### src/clock_source_pll_control_pkg.sv
// Constants for the clock source and PLL control block
`default_nettype none
package clock_source_pll_control_pkg;
  // ****************************
  // Register byte offsets
  // ****************************
  localparam logic [7:0] OFS_TRIM   = 8'h00;
  localparam logic [7:0] OFS_PLL    = 8'h04;
  localparam logic [7:0] OFS_STATUS = 8'h08;
  // ****************************
  // Field positions
  // ****************************
  localparam int BIT_LOCK     = 0;
  localparam int BIT_PLL_ON   = 1;
  localparam int BIT_RATE     = 2;
  localparam int BIT_TRIM_RNG = 7;
  localparam int BIT_PLL_SYS  = 6;
  localparam int BIT_EXT_CLK  = 7;
  localparam int BIT_SLP_OFF  = 8;
  localparam int BIT_SU_RES   = 9;
  // ****************************
  // Reset values
  // ****************************
  localparam logic [7:0] TRIM_RESET = 8'h00;
  // ****************************
  // Clock source fuse codes
  // ****************************
  localparam logic [3:0] SRC_EXT_CLK = 4'h0;
  localparam logic [3:0] SRC_PLL_EXT = 4'h1;
  localparam logic [3:0] SRC_RC      = 4'h2;
  localparam logic [3:0] SRC_PLL_RC  = 4'h3;
  localparam logic [3:0] SRC_PLL_OSC = 4'h5;
  // ****************************
  // Sleep mode codes
  // ****************************
  localparam logic [2:0] SLP_POWER_DOWN = 3'h2;
  localparam logic [2:0] SLP_STANDBY    = 3'h6;
  // ****************************
  // PLL figures
  // ****************************
  localparam logic [3:0] REF_DIVIDE  = 4'h8;
  localparam logic [6:0] PLL_MULT    = 7'h40;
  localparam logic [6:0] RATE_HI_MHZ = 7'h40;
  localparam logic [6:0] RATE_LO_MHZ = 7'h20;
  localparam logic [7:0] RANGE_STEP  = 8'h40;
  // ****************************
  // Timing
  // ****************************
  localparam int CLK_MHZ      = 50;
  localparam int LOCK_TIME_MS = 100;
  localparam int LOCK_CYCLES  = LOCK_TIME_MS * 1000 * CLK_MHZ;
  localparam logic [14:0] WAKE_6   = 15'h0006;
  localparam logic [14:0] WAKE_1K  = 15'h0400;
  localparam logic [14:0] WAKE_16K = 15'h4000;
  localparam logic [4:0] RESET_BASE_CK = 5'h0e;
  // Extra reset delay in tenths of a millisecond
  localparam logic [9:0] DLY_0    = 10'h000;
  localparam logic [9:0] DLY_4    = 10'h028;
  localparam logic [9:0] DLY_4P1  = 10'h029;
  localparam logic [9:0] DLY_64   = 10'h280;
  localparam logic [9:0] DLY_65   = 10'h28a;
endpackage
`default_nettype wire

### src/clock_source_pll_control.sv
// Clock source, RC trim and PLL control with a Wishbone slave
// Operation
// - Factory trim loads on first clock after reset, before software
// - Software trim writes retune RC oscillator
// - Top trim bit picks overlapping range
// - Low seven bits tune monotonically upward
// - PLL multiplies 1 MHz reference by 64
// - Fast clock tracks trim changes at once
// - Enable bit runs PLL and RC
// - PLL as system clock forces enable
// - Lock flag set after about 100 ms
// - Rate bit picks 64 or 32 MHz
// - Bits 7..3 of PLL register read zero
// - Power-down and standby stop reference, PLL
// - PLL source and start fuses pick delays
// - Code 0000 selects external clock input
// - External clock delays per start fuses
// - Clock-out fuse drives clock on pin
// - Clock out carries the divided clock
//
// Decided for this implementation: the address map and the Wishbone interface to the registers.
`default_nettype none
module clock_source_pll_control #(
  parameter int LOCK_CYCLES = clock_source_pll_control_pkg::LOCK_CYCLES,
  parameter int CNT_W       = 23
) (
  // Clock and reset
  input  wire logic        i_clk,
  input  wire logic        i_reset,
  // Wishbone slave
  input  wire logic        i_wb_cyc,
  input  wire logic        i_wb_stb,
  input  wire logic        i_wb_we,
  input  wire logic [7:0]  i_wb_adr,
  input  wire logic [3:0]  i_wb_sel,
  input  wire logic [31:0] i_wb_dat,
  output logic      [31:0] o_wb_dat,
  output logic             o_wb_ack,
  output logic             o_wb_err,
  // Fuses and calibration
  input  wire logic [7:0]  i_factory_trim,
  input  wire logic [3:0]  i_clock_source_fuses,
  input  wire logic [1:0]  i_startup_time_fuses,
  input  wire logic        i_clock_out_fuse,
  // Sleep state
  input  wire logic        i_sleeping,
  input  wire logic [2:0]  i_sleep_mode,
  // Clock out pin
  input  wire logic        i_sys_clk_div,
  input  wire logic        i_io_out,
  input  wire logic        i_io_oe,
  output logic             o_clock_out_pin,
  output logic             o_clock_out_oe,
  // RC oscillator control
  output logic      [7:0]  o_rc_trim,
  output logic             o_trim_range_select,
  output logic      [6:0]  o_trim_fine_value,
  output logic      [7:0]  o_rc_freq_code,
  output logic             o_rc_on,
  output logic             o_ref_on,
  output logic      [3:0]  o_ref_divide,
  // PLL control
  output logic             o_pll_on,
  output logic             o_pll_run,
  output logic             o_pll_locked_flag,
  output logic             o_pll_rate_select,
  output logic      [6:0]  o_pll_mult,
  output logic      [6:0]  o_fast_clk_mhz,
  output logic      [8:0]  o_fast_freq_code,
  // Start-up delays
  output logic             o_ext_clock_sel,
  output logic      [14:0] o_wake_delay_ck,
  output logic      [4:0]  o_reset_delay_ck,
  output logic      [9:0]  o_reset_extra_tenth_ms,
  output logic             o_startup_reserved
);
  // ****************************
  // State
  // ****************************
  typedef enum logic [1:0] {
    PLL_OFF     = 2'b00,
    PLL_LOCKING = 2'b01,
    PLL_LOCKED  = 2'b10
  } pll_state_t;

  typedef struct packed {
    logic             loaded;
    logic             ack;
    logic             err;
    logic [31:0]      rdata;
    logic [7:0]       trim;
    logic             rate;
    logic             pll_on;
    pll_state_t       pll_st;
    logic [CNT_W-1:0] lock_cnt;
    logic [14:0]      wake;
    logic [9:0]       rst_dly;
    logic             su_res;
  } state_t;

  state_t st_reg;
  state_t st_next;

  logic       pll_sys;
  logic       ext_sel;
  logic       sleep_off;
  logic       pll_on_rd;
  logic       run;
  logic       req;
  logic [7:0] pll_rd;
  logic [7:0] freq;

  // ****************************
  // Source decode
  // ****************************
  assign pll_sys = (i_clock_source_fuses == clock_source_pll_control_pkg::SRC_PLL_RC)
                 | (i_clock_source_fuses == clock_source_pll_control_pkg::SRC_PLL_OSC)
                 | (i_clock_source_fuses == clock_source_pll_control_pkg::SRC_PLL_EXT);
  assign ext_sel = (i_clock_source_fuses == clock_source_pll_control_pkg::SRC_EXT_CLK)
                 | (i_clock_source_fuses == clock_source_pll_control_pkg::SRC_PLL_EXT);
  assign sleep_off = i_sleeping
                   & ((i_sleep_mode == clock_source_pll_control_pkg::SLP_POWER_DOWN)
                   |  (i_sleep_mode == clock_source_pll_control_pkg::SLP_STANDBY));
  assign pll_on_rd = st_reg.pll_on | pll_sys;
  assign run       = pll_on_rd & ~sleep_off;
  assign req       = i_wb_cyc & i_wb_stb & ~st_reg.ack & ~st_reg.err & st_reg.loaded;
  assign pll_rd    = {5'h00, st_reg.rate, pll_on_rd, st_reg.pll_st == PLL_LOCKED};
  // Upper range overlaps the lower one
  assign freq = {1'b0, st_reg.trim[6:0]}
              + (st_reg.trim[7] ? clock_source_pll_control_pkg::RANGE_STEP : 8'h00);

  // ****************************
  // Next state
  // ****************************
  always_comb begin
    st_next       = st_reg;
    st_next.ack   = 1'b0;
    st_next.err   = 1'b0;
    st_next.rdata = 32'h0000_0000;
    if (!st_reg.loaded) begin
      st_next.trim   = i_factory_trim;
      st_next.loaded = 1'b1;
    end
    if (req) begin
      if (i_wb_adr == clock_source_pll_control_pkg::OFS_TRIM) begin
        st_next.ack   = 1'b1;
        st_next.rdata = {24'h00_0000, st_reg.trim};
        if (i_wb_we && i_wb_sel[0]) begin
          st_next.trim = i_wb_dat[7:0];
        end
      end else if (i_wb_adr == clock_source_pll_control_pkg::OFS_PLL) begin
        st_next.ack   = 1'b1;
        st_next.rdata = {24'h00_0000, pll_rd};
        if (i_wb_we && i_wb_sel[0]) begin
          st_next.rate   = i_wb_dat[clock_source_pll_control_pkg::BIT_RATE];
          st_next.pll_on = i_wb_dat[clock_source_pll_control_pkg::BIT_PLL_ON];
        end
      end else if (i_wb_adr == clock_source_pll_control_pkg::OFS_STATUS) begin
        st_next.ack = 1'b1;
        st_next.rdata[3:0] = i_clock_source_fuses;
        st_next.rdata[5:4] = i_startup_time_fuses;
        st_next.rdata[clock_source_pll_control_pkg::BIT_PLL_SYS] = pll_sys;
        st_next.rdata[clock_source_pll_control_pkg::BIT_EXT_CLK] = ext_sel;
        st_next.rdata[clock_source_pll_control_pkg::BIT_SLP_OFF] = sleep_off;
        st_next.rdata[clock_source_pll_control_pkg::BIT_SU_RES]  = st_reg.su_res;
      end else begin
        st_next.err = 1'b1;
      end
    end
    // Lock detector, trim changes keep lock
    case (st_reg.pll_st)
      PLL_OFF: begin
        st_next.lock_cnt = '0;
        if (run) begin
          st_next.pll_st = PLL_LOCKING;
        end
      end
      PLL_LOCKING: begin
        if (!run) begin
          st_next.pll_st = PLL_OFF;
        end else if (st_reg.lock_cnt == CNT_W'(LOCK_CYCLES - 1)) begin
          st_next.pll_st = PLL_LOCKED;
        end else begin
          st_next.lock_cnt = st_reg.lock_cnt + CNT_W'(1);
        end
      end
      PLL_LOCKED: begin
        if (!run) begin
          st_next.pll_st = PLL_OFF;
        end
      end
      default: begin
        st_next.pll_st = PLL_OFF;
      end
    endcase
    // Start-up delay selection
    st_next.su_res = 1'b0;
    case (i_clock_source_fuses)
      clock_source_pll_control_pkg::SRC_PLL_RC: begin
        case (i_startup_time_fuses)
          2'h0: begin st_next.wake = clock_source_pll_control_pkg::WAKE_1K; st_next.rst_dly = clock_source_pll_control_pkg::DLY_0; end
          2'h1: begin st_next.wake = clock_source_pll_control_pkg::WAKE_1K; st_next.rst_dly = clock_source_pll_control_pkg::DLY_4; end
          2'h2: begin st_next.wake = clock_source_pll_control_pkg::WAKE_1K; st_next.rst_dly = clock_source_pll_control_pkg::DLY_64; end
          default: begin st_next.wake = clock_source_pll_control_pkg::WAKE_16K; st_next.rst_dly = clock_source_pll_control_pkg::DLY_0; end
        endcase
      end
      clock_source_pll_control_pkg::SRC_PLL_OSC: begin
        case (i_startup_time_fuses)
          2'h0: begin st_next.wake = clock_source_pll_control_pkg::WAKE_1K; st_next.rst_dly = clock_source_pll_control_pkg::DLY_0; end
          2'h1: begin st_next.wake = clock_source_pll_control_pkg::WAKE_1K; st_next.rst_dly = clock_source_pll_control_pkg::DLY_4; end
          2'h2: begin st_next.wake = clock_source_pll_control_pkg::WAKE_16K; st_next.rst_dly = clock_source_pll_control_pkg::DLY_4; end
          default: begin st_next.wake = clock_source_pll_control_pkg::WAKE_16K; st_next.rst_dly = clock_source_pll_control_pkg::DLY_64; end
        endcase
      end
      clock_source_pll_control_pkg::SRC_PLL_EXT: begin
        st_next.wake = clock_source_pll_control_pkg::WAKE_6;
        case (i_startup_time_fuses)
          2'h0: st_next.rst_dly = clock_source_pll_control_pkg::DLY_0;
          2'h1: st_next.rst_dly = clock_source_pll_control_pkg::DLY_4;
          2'h2: st_next.rst_dly = clock_source_pll_control_pkg::DLY_64;
          default: begin st_next.rst_dly = clock_source_pll_control_pkg::DLY_0; st_next.su_res = 1'b1; end
        endcase
      end
      clock_source_pll_control_pkg::SRC_EXT_CLK: begin
        st_next.wake = clock_source_pll_control_pkg::WAKE_6;
        case (i_startup_time_fuses)
          2'h0: st_next.rst_dly = clock_source_pll_control_pkg::DLY_0;
          2'h1: st_next.rst_dly = clock_source_pll_control_pkg::DLY_4P1;
          2'h2: st_next.rst_dly = clock_source_pll_control_pkg::DLY_65;
          default: begin st_next.rst_dly = clock_source_pll_control_pkg::DLY_0; st_next.su_res = 1'b1; end
        endcase
      end
      default: begin
        st_next.wake    = clock_source_pll_control_pkg::WAKE_6;
        st_next.rst_dly = clock_source_pll_control_pkg::DLY_0;
      end
    endcase
  end

  always_ff @(posedge i_clk or posedge i_reset) begin
    if (i_reset) begin
      st_reg          <= '0;
      st_reg.trim     <= clock_source_pll_control_pkg::TRIM_RESET;
      st_reg.pll_st   <= PLL_OFF;
    end else begin
      st_reg <= st_next;
    end
  end

  // ****************************
  // Outputs
  // ****************************
  assign o_wb_dat            = st_reg.rdata;
  assign o_wb_ack            = st_reg.ack;
  assign o_wb_err            = st_reg.err;
  assign o_rc_trim           = st_reg.trim;
  assign o_trim_range_select = st_reg.trim[clock_source_pll_control_pkg::BIT_TRIM_RNG];
  assign o_trim_fine_value   = st_reg.trim[6:0];
  assign o_rc_freq_code      = freq;
  assign o_rc_on             = run | (i_clock_source_fuses == clock_source_pll_control_pkg::SRC_RC);
  assign o_ref_on            = run;
  assign o_ref_divide        = clock_source_pll_control_pkg::REF_DIVIDE;
  assign o_pll_on            = pll_on_rd;
  assign o_pll_run           = run;
  assign o_pll_locked_flag   = st_reg.pll_st == PLL_LOCKED;
  assign o_pll_rate_select   = st_reg.rate;
  assign o_pll_mult          = clock_source_pll_control_pkg::PLL_MULT;
  assign o_fast_clk_mhz      = st_reg.rate ? clock_source_pll_control_pkg::RATE_HI_MHZ
                                           : clock_source_pll_control_pkg::RATE_LO_MHZ;
  assign o_fast_freq_code    = st_reg.rate ? {freq, 1'b0} : {1'b0, freq};
  assign o_ext_clock_sel     = ext_sel;
  assign o_wake_delay_ck     = st_reg.wake;
  assign o_reset_delay_ck    = clock_source_pll_control_pkg::RESET_BASE_CK;
  assign o_reset_extra_tenth_ms = st_reg.rst_dly;
  assign o_startup_reserved  = st_reg.su_res;
  // Pin override holds through reset
  assign o_clock_out_pin = i_clock_out_fuse ? i_sys_clk_div : i_io_out;
  assign o_clock_out_oe  = i_clock_out_fuse | i_io_oe;
endmodule
`default_nettype wire

### config.mk
export PLATFORM = sky130hd
export DESIGN_NAME = clock_source_pll_control
export DESIGN_NICKNAME = d
export VERILOG_FILES = /design/src/clock_source_pll_control_pkg.sv /design/src/clock_source_pll_control.sv
export SDC_FILE = /design/constraint.sdc
export NUM_CORES = 1
export LEC_CHECK = 0
export ABC_CLOCK_PERIOD_IN_PS = 3740
export BUFFER_PORTS_ARGS = -buffer_cell sky130_fd_sc_hd__buf_2
export CAP_MARGIN = 10
export CORE_MARGIN = 2
export CORE_UTILIZATION = 45
export CTS_CLUSTER_SIZE = 20
export DETAILED_ROUTE_END_ITERATION = 16
export GPL_ROUTABILITY_DRIVEN = 0
export PLACE_DENSITY = 0.81
export SYNTH_ARGS = -nofsm -noshare
export SYNTH_HDL_FRONTEND = slang
export SYNTH_SLANG_ARGS = --single-unit
### constraint.sdc
create_clock -name i_clk -period 3.74 [get_ports i_clk]
set_input_delay 0.374 -clock i_clk [delete_from_list [all_inputs] [get_ports i_clk]]
set_output_delay 0.374 -clock i_clk [all_outputs]
set_load 0.05 [all_outputs]
## Word-level counts from Yosys, hierarchy flattened

Index checks and enable logic that the tools add are counted.

| operators by class | value |
|---|---|
| add/subtract/negate cells | 2 |
| equal/unequal tests | 18 |
| mux-type cells | 35 |
| bitwise operators | 17 |
| reductions and logical operators | 11 |

Operators with widths:

| operator | count |
|---|---|
| 25-bit one-hot mux with 3 select lines | 2 |
| 25-bit one-hot mux with 4 select lines | 1 |
| 23-bit two-way mux | 2 |
| 23-bit one-hot mux with 2 select lines | 1 |
| 44-bit two-way mux | 1 |
| 10-bit one-hot mux with 2 select lines | 2 |
| 10-bit two-way mux | 3 |
| 8-bit two-way mux | 3 |
| 23-bit by 1-bit adder with 23-bit output (second input constant) | 1 |
| 23-bit equality test (second input constant) | 1 |
| 2-bit two-way mux | 7 |
| 7-bit two-way mux | 2 |
| 1-bit two-way mux | 9 |
| 9-bit two-way mux | 1 |
| 7-bit by 7-bit adder with 8-bit output | 1 |
| 4-bit by 2-bit equality test with 1-bit output (second input constant) | 2 |
| 8-bit by 3-bit equality test with 1-bit output (second input constant) | 1 |
| 8-bit by 4-bit equality test with 1-bit output (second input constant) | 1 |
| 8-bit zero test | 1 |
| 2-bit inequality test (second input constant) | 4 |
| 1-bit bitwise OR | 7 |
| 1-bit bitwise AND | 6 |
| 2-bit one-hot mux with 3 select lines | 1 |
| 3-bit AND reduction | 2 |
| other kinds (15) | 21 |

| storage, ports and cells | value |
|---|---|
| register bits after elaboration | 96 |
| input bits | 71 |
| output and inout bits | 125 |
| word-level logic and storage cells | 95 |

## Logic depth before layout (Yosys ltp)

| logic depth | value |
|---|---|
| word-level depth | 7 |
| gate-level depth with buffers | 8 |
| gate-level depth less buffers | 6 |

## Least setup slack after synthesis

OpenSTA, ideal clock, no wires.

| timing | value |
|---|---|
| path type | input to output |
| from | in i_clock_source_fuses[0] |
| to | out o_ref_on |
| data arrival time | 2.079 ns |
| data required time | 3.366 ns |
| setup slack | 1.287 ns |
| cell stages on the path | 7 |
| path buffers | 2 |
| cell sequence | buf_2 and2b_2 a21oi_1 inv_1 o21ai_0 inv_1 buf_4 |

| between the ends | value |
|---|---|
| longest elaborated chain between the ends | 5 |
| elaborated cells on any way between the ends | 7 |
| classes of those cells | 3 x eq/ne; 4 x bitwise |

Ends and longest elaborated chain:

| item | RTL line | source |
|---|---|---|
| start, declared | clock_source_pll_control.sv:42 | `input wire logic [3:0] i_clock_source_fuses,` |
| 4-bit by 2-bit equality test with 1-bit output / 4-bit by 3-bit equality test with 1-bit output (equally long branches) | clock_source_pll_control.sv:116, clock_source_pll_control.sv:117 |  |
| 1-bit bitwise OR | clock_source_pll_control.sv:117 | `\| (i_clock_source_fuses == clock_source_pll_control_pkg::SRC_PLL_OSC)` |
| 1-bit bitwise OR * | clock_source_pll_control.sv:118 | `\| (i_clock_source_fuses == clock_source_pll_control_pkg::SRC_PLL_EXT);` |
| 1-bit bitwise OR * | clock_source_pll_control.sv:124 | `assign pll_on_rd = st_reg.pll_on \| pll_sys;` |
| net o_pll_on | clock_source_pll_control.sv:63 | `output logic o_pll_on,` |
| 1-bit bitwise AND * | clock_source_pll_control.sv:125 | `assign run = pll_on_rd & ~sleep_off;` |
| end, declared | clock_source_pll_control.sv:60 | `output logic o_ref_on,` |

Mark *: on every way through the listed nets, which the timed path passes. The rest lies on a longest branch.

## Final worst setup path

| timing | value |
|---|---|
| from | reg st_reg[41] (netlist bit) |
| to | reg st_reg[35] (netlist bit) |

| between the ends | value |
|---|---|
| longest elaborated chain between the ends | 3 |

Ends and longest elaborated chain:

| item | RTL line | source |
|---|---|---|
| start, declared | clock_source_pll_control.sv:101 | `state_t st_reg;` |
| start signal, assigned | clock_source_pll_control.sv:246 | `st_reg <= st_next;` |
| 23-bit equality test | clock_source_pll_control.sv:181 | `end else if (st_reg.lock_cnt == CNT_W'(LOCK_CYCLES - 1)) begin` |
| 2-bit inequality test (no line) | -- |  |
| 3-bit AND reduction (no line) | -- |  |

No other way between the ends.
A chain may end at the register's enable or synchronous reset.

==> impl_metrics.yaml <==
cts:
  cts.sinks: 57
  clockRootBuffer: "clkbuf_8"
  cts_hold_buf: 0
  post_cts.repair.setup_buffers: 0
  clk_pin_slew_ns: 0.08
  insertion_delay_ns: 0.35
  ctsResizeCount: 0
  cts_buffers: 9
  htree_num_levels: 3
  cts_max_path_buffers: 2
  cts_tree: "yes"
yosys:
  ys_ff_latch: 57
  ys_async_sr_fraction_pct: 100
  synth_area_mm2: 0.00396
  netlist_instances: 425
  ys.flop_type: "dfrtp_1"
  avgSynthCellArea_um2: 9.31
  yosysWarnings: 0
  synth_cell_types: 57
  synth_edf_count: 0
  ys_seq_area_share_pct: 36.0
critical_path:
  arrival_ns: 2.88
  ff2ff_setup_slack_ns: 1.08
  end_kind: "flip-flop"
  r2r_cells: 5
  worstPathRequired_ns: 3.96
  cp_max_fo: 20
  reg2reg_to: "st_reg[35]$_DFFE_PP0P_"
  r2r_start: "st_reg[41]$_DFFE_PP0P_"
  cp-start-kind: "flip-flop"
  worst-setup-path-type: "reg -> reg"
timing:
  final_max_slew_viol_count: 0
  rsz0062_at_grt: "no"
  min_period_ns: 2.66
  worstMarginPinSlew_ns: 0.871
  hold_viol_final: 0
  tns_ns: 0
  skew_ns: 0.0150
  finalCritPeriodShare_pct: 71.0
  relSlewSlack_pct: 41.5
  fmax_ghz: 0.377
  setup_viol: 0
final_layout:
  area_growth_pct: 6.61
  final_common_cell: "buf_2"
  drive_above_1_share_pct: 33.4
  final_cells: 602
  antennaDiodeCount: 0
  utilization_pct: 48.9
  final_nets: 568
  largest_reg_flops: 27
  fill_cells: 796
  final_area_mm2: 0.00422
  final_cell_mix: "buf_2 (109), conb_1 (59), dfrtp_1 (57), nand2_1 (30), nor2_1 (24)"
routing:
  antenna_left: 0
  wl_per_cell_um: 15.1
  routed_via_density: 5.24
  route.met2.wl_mm: 4.41
  drc_errors: 0
  wl_met3_um: 585
  first_pass_iters: 5
  vias: 3154
  top_layer: "met4"
  drt_iter0_markers: 189
  wl_mm: 9.06
  wl_met1_mm: 3.90
power_and_ir_drop:
  leakagePower_uw: 0.00214
  irDropWorstVdd_uv: 181
  p_per_area_mw_per_mm2: 406
floorplan:
  die_area_mm2: 0.00956
  row_count: 34
  die_h_um: 97.8
  boundaryPins: 196
  fp.coreArea_mm2: 0.00864
  initial_core_util_pct: 45.8
  die_w_um: 97.8
place:
  dpl.hpwl_mm: 6.68
  place_inst: 586
  portBuffers: 109
  dpl_cell_area_mm2: 0.00402
global_routing:
  antenna_found_initial: 0
  grt_pass1_wl_mm: 14.4
  grt.overflow.total: 0
  grtUsageTotal_pct: 18.6
  grt_start_max_net_pins: 33
  grt_pass1_vias: 2967
status:
  status: "finished, final reports clean"
run:
  cap_violations: 0
min_path:
  hp-class: "in -> async"
[worst max-delay path, cell delays in order, from the launching register on]
cell     delay [ns]
dfrtp_1        0.45
or4_1          0.60
nor4_4         0.28
a211o_1        0.62
nor2_4         0.18
a221o_2        0.40
[Yosys cell counts, types with 6 or more instances]
cell / count / share of area, %
a21oi_1: 12 / 1.5
a221o_1: 9 / 2.3
and2_1: 6 / 0.95
buf_4: 102 / 19
dfrtp_1: 57 / 36
ha_1: 8 / 2.5
inv_1: 11 / 1.0
mux2_2: 10 / 2.8
mux2i_1: 16 / 4.0
nand2_1: 30 / 2.8
nand3_1: 13 / 1.6
nand4_1: 9 / 1.4
nor2_1: 24 / 2.3
nor4_1: 9 / 1.4
o21ai_0: 17 / 2.1
o31ai_1: 6 / 1.1
or2_2: 6 / 0.95
[where the power goes]
| group | leakage [uW] | switching, uW | internal [uW] |
|---|---|---|---|
| sequential | 0.000763 | 22.9 | 630 |
| combinational | 0.00127 | 385 | 83.4 |
| clock | 0.000104 | 280 | 314 |
| total | 0.00214 | 688 | 1030 |
[cell type report]
class	instances	area, um2	area share [%]
multi-input cells	299	1850	43.9
flip-flops and latches	57	1430	33.8
repair buffers	111	561	13.3
well taps	108	135	3.20
clock buffers	9	124	2.94
clock inverters	7	78.8	1.87
inverters	11	41.3	0.979
[per-layer routing]
layer / track usage (%) / up-vias
met5: 0 / -
met4: 8.97 / 0
met3: 3.08 / 15
met2: 30.0 / 157
met1: 24.4 / 1510
li1: - / 1472
[worst max path at each step]
stage / from / endpoint / depth (start not counted)
finish: st_reg[41]$_DFFE_PP0P_ / st_reg[35]$_DFFE_PP0P_ / 5
global route: st_reg[26]$_DFFE_PP0P_ / st_reg[35]$_DFFE_PP0P_ / 6
detailed placement: st_reg[41]$_DFFE_PP0P_ / st_reg[35]$_DFFE_PP0P_ / 5
floorplan: i_clock_source_fuses[0] / o_ref_on / 7
global placement: st_reg[41]$_DFFE_PP0P_ / st_reg[35]$_DFFE_PP0P_ / 5
CTS: st_reg[41]$_DFFE_PP0P_ / st_reg[35]$_DFFE_PP0P_ / 5
[logic make-up after synthesis]
logic type / count (synthesis) / synth area share (%)
simple gates: 142 / 20.4
buf+inv: 126 / 22.7
compound gates: 63 / 11.0
flops: 57 / 36.0
mux: 26 / 6.89
fa+ha+maj: 8 / 2.53
other cells: 2 / 0.190
xor+xnor: 1 / 0.221
[through the flow]
stage                     setup slack, ns  power [uW]  hold WS (ns)
after floorplan                      1.29        1130         0.440
after global placement               1.14        1120         0.453
after detailed placement             1.11        1130         0.454
after CTS                            1.08        1730        0.0679
after global routing                0.896        1780         0.105
final                                1.08        1710        0.0572
Power figures use the tool's default switching activity.
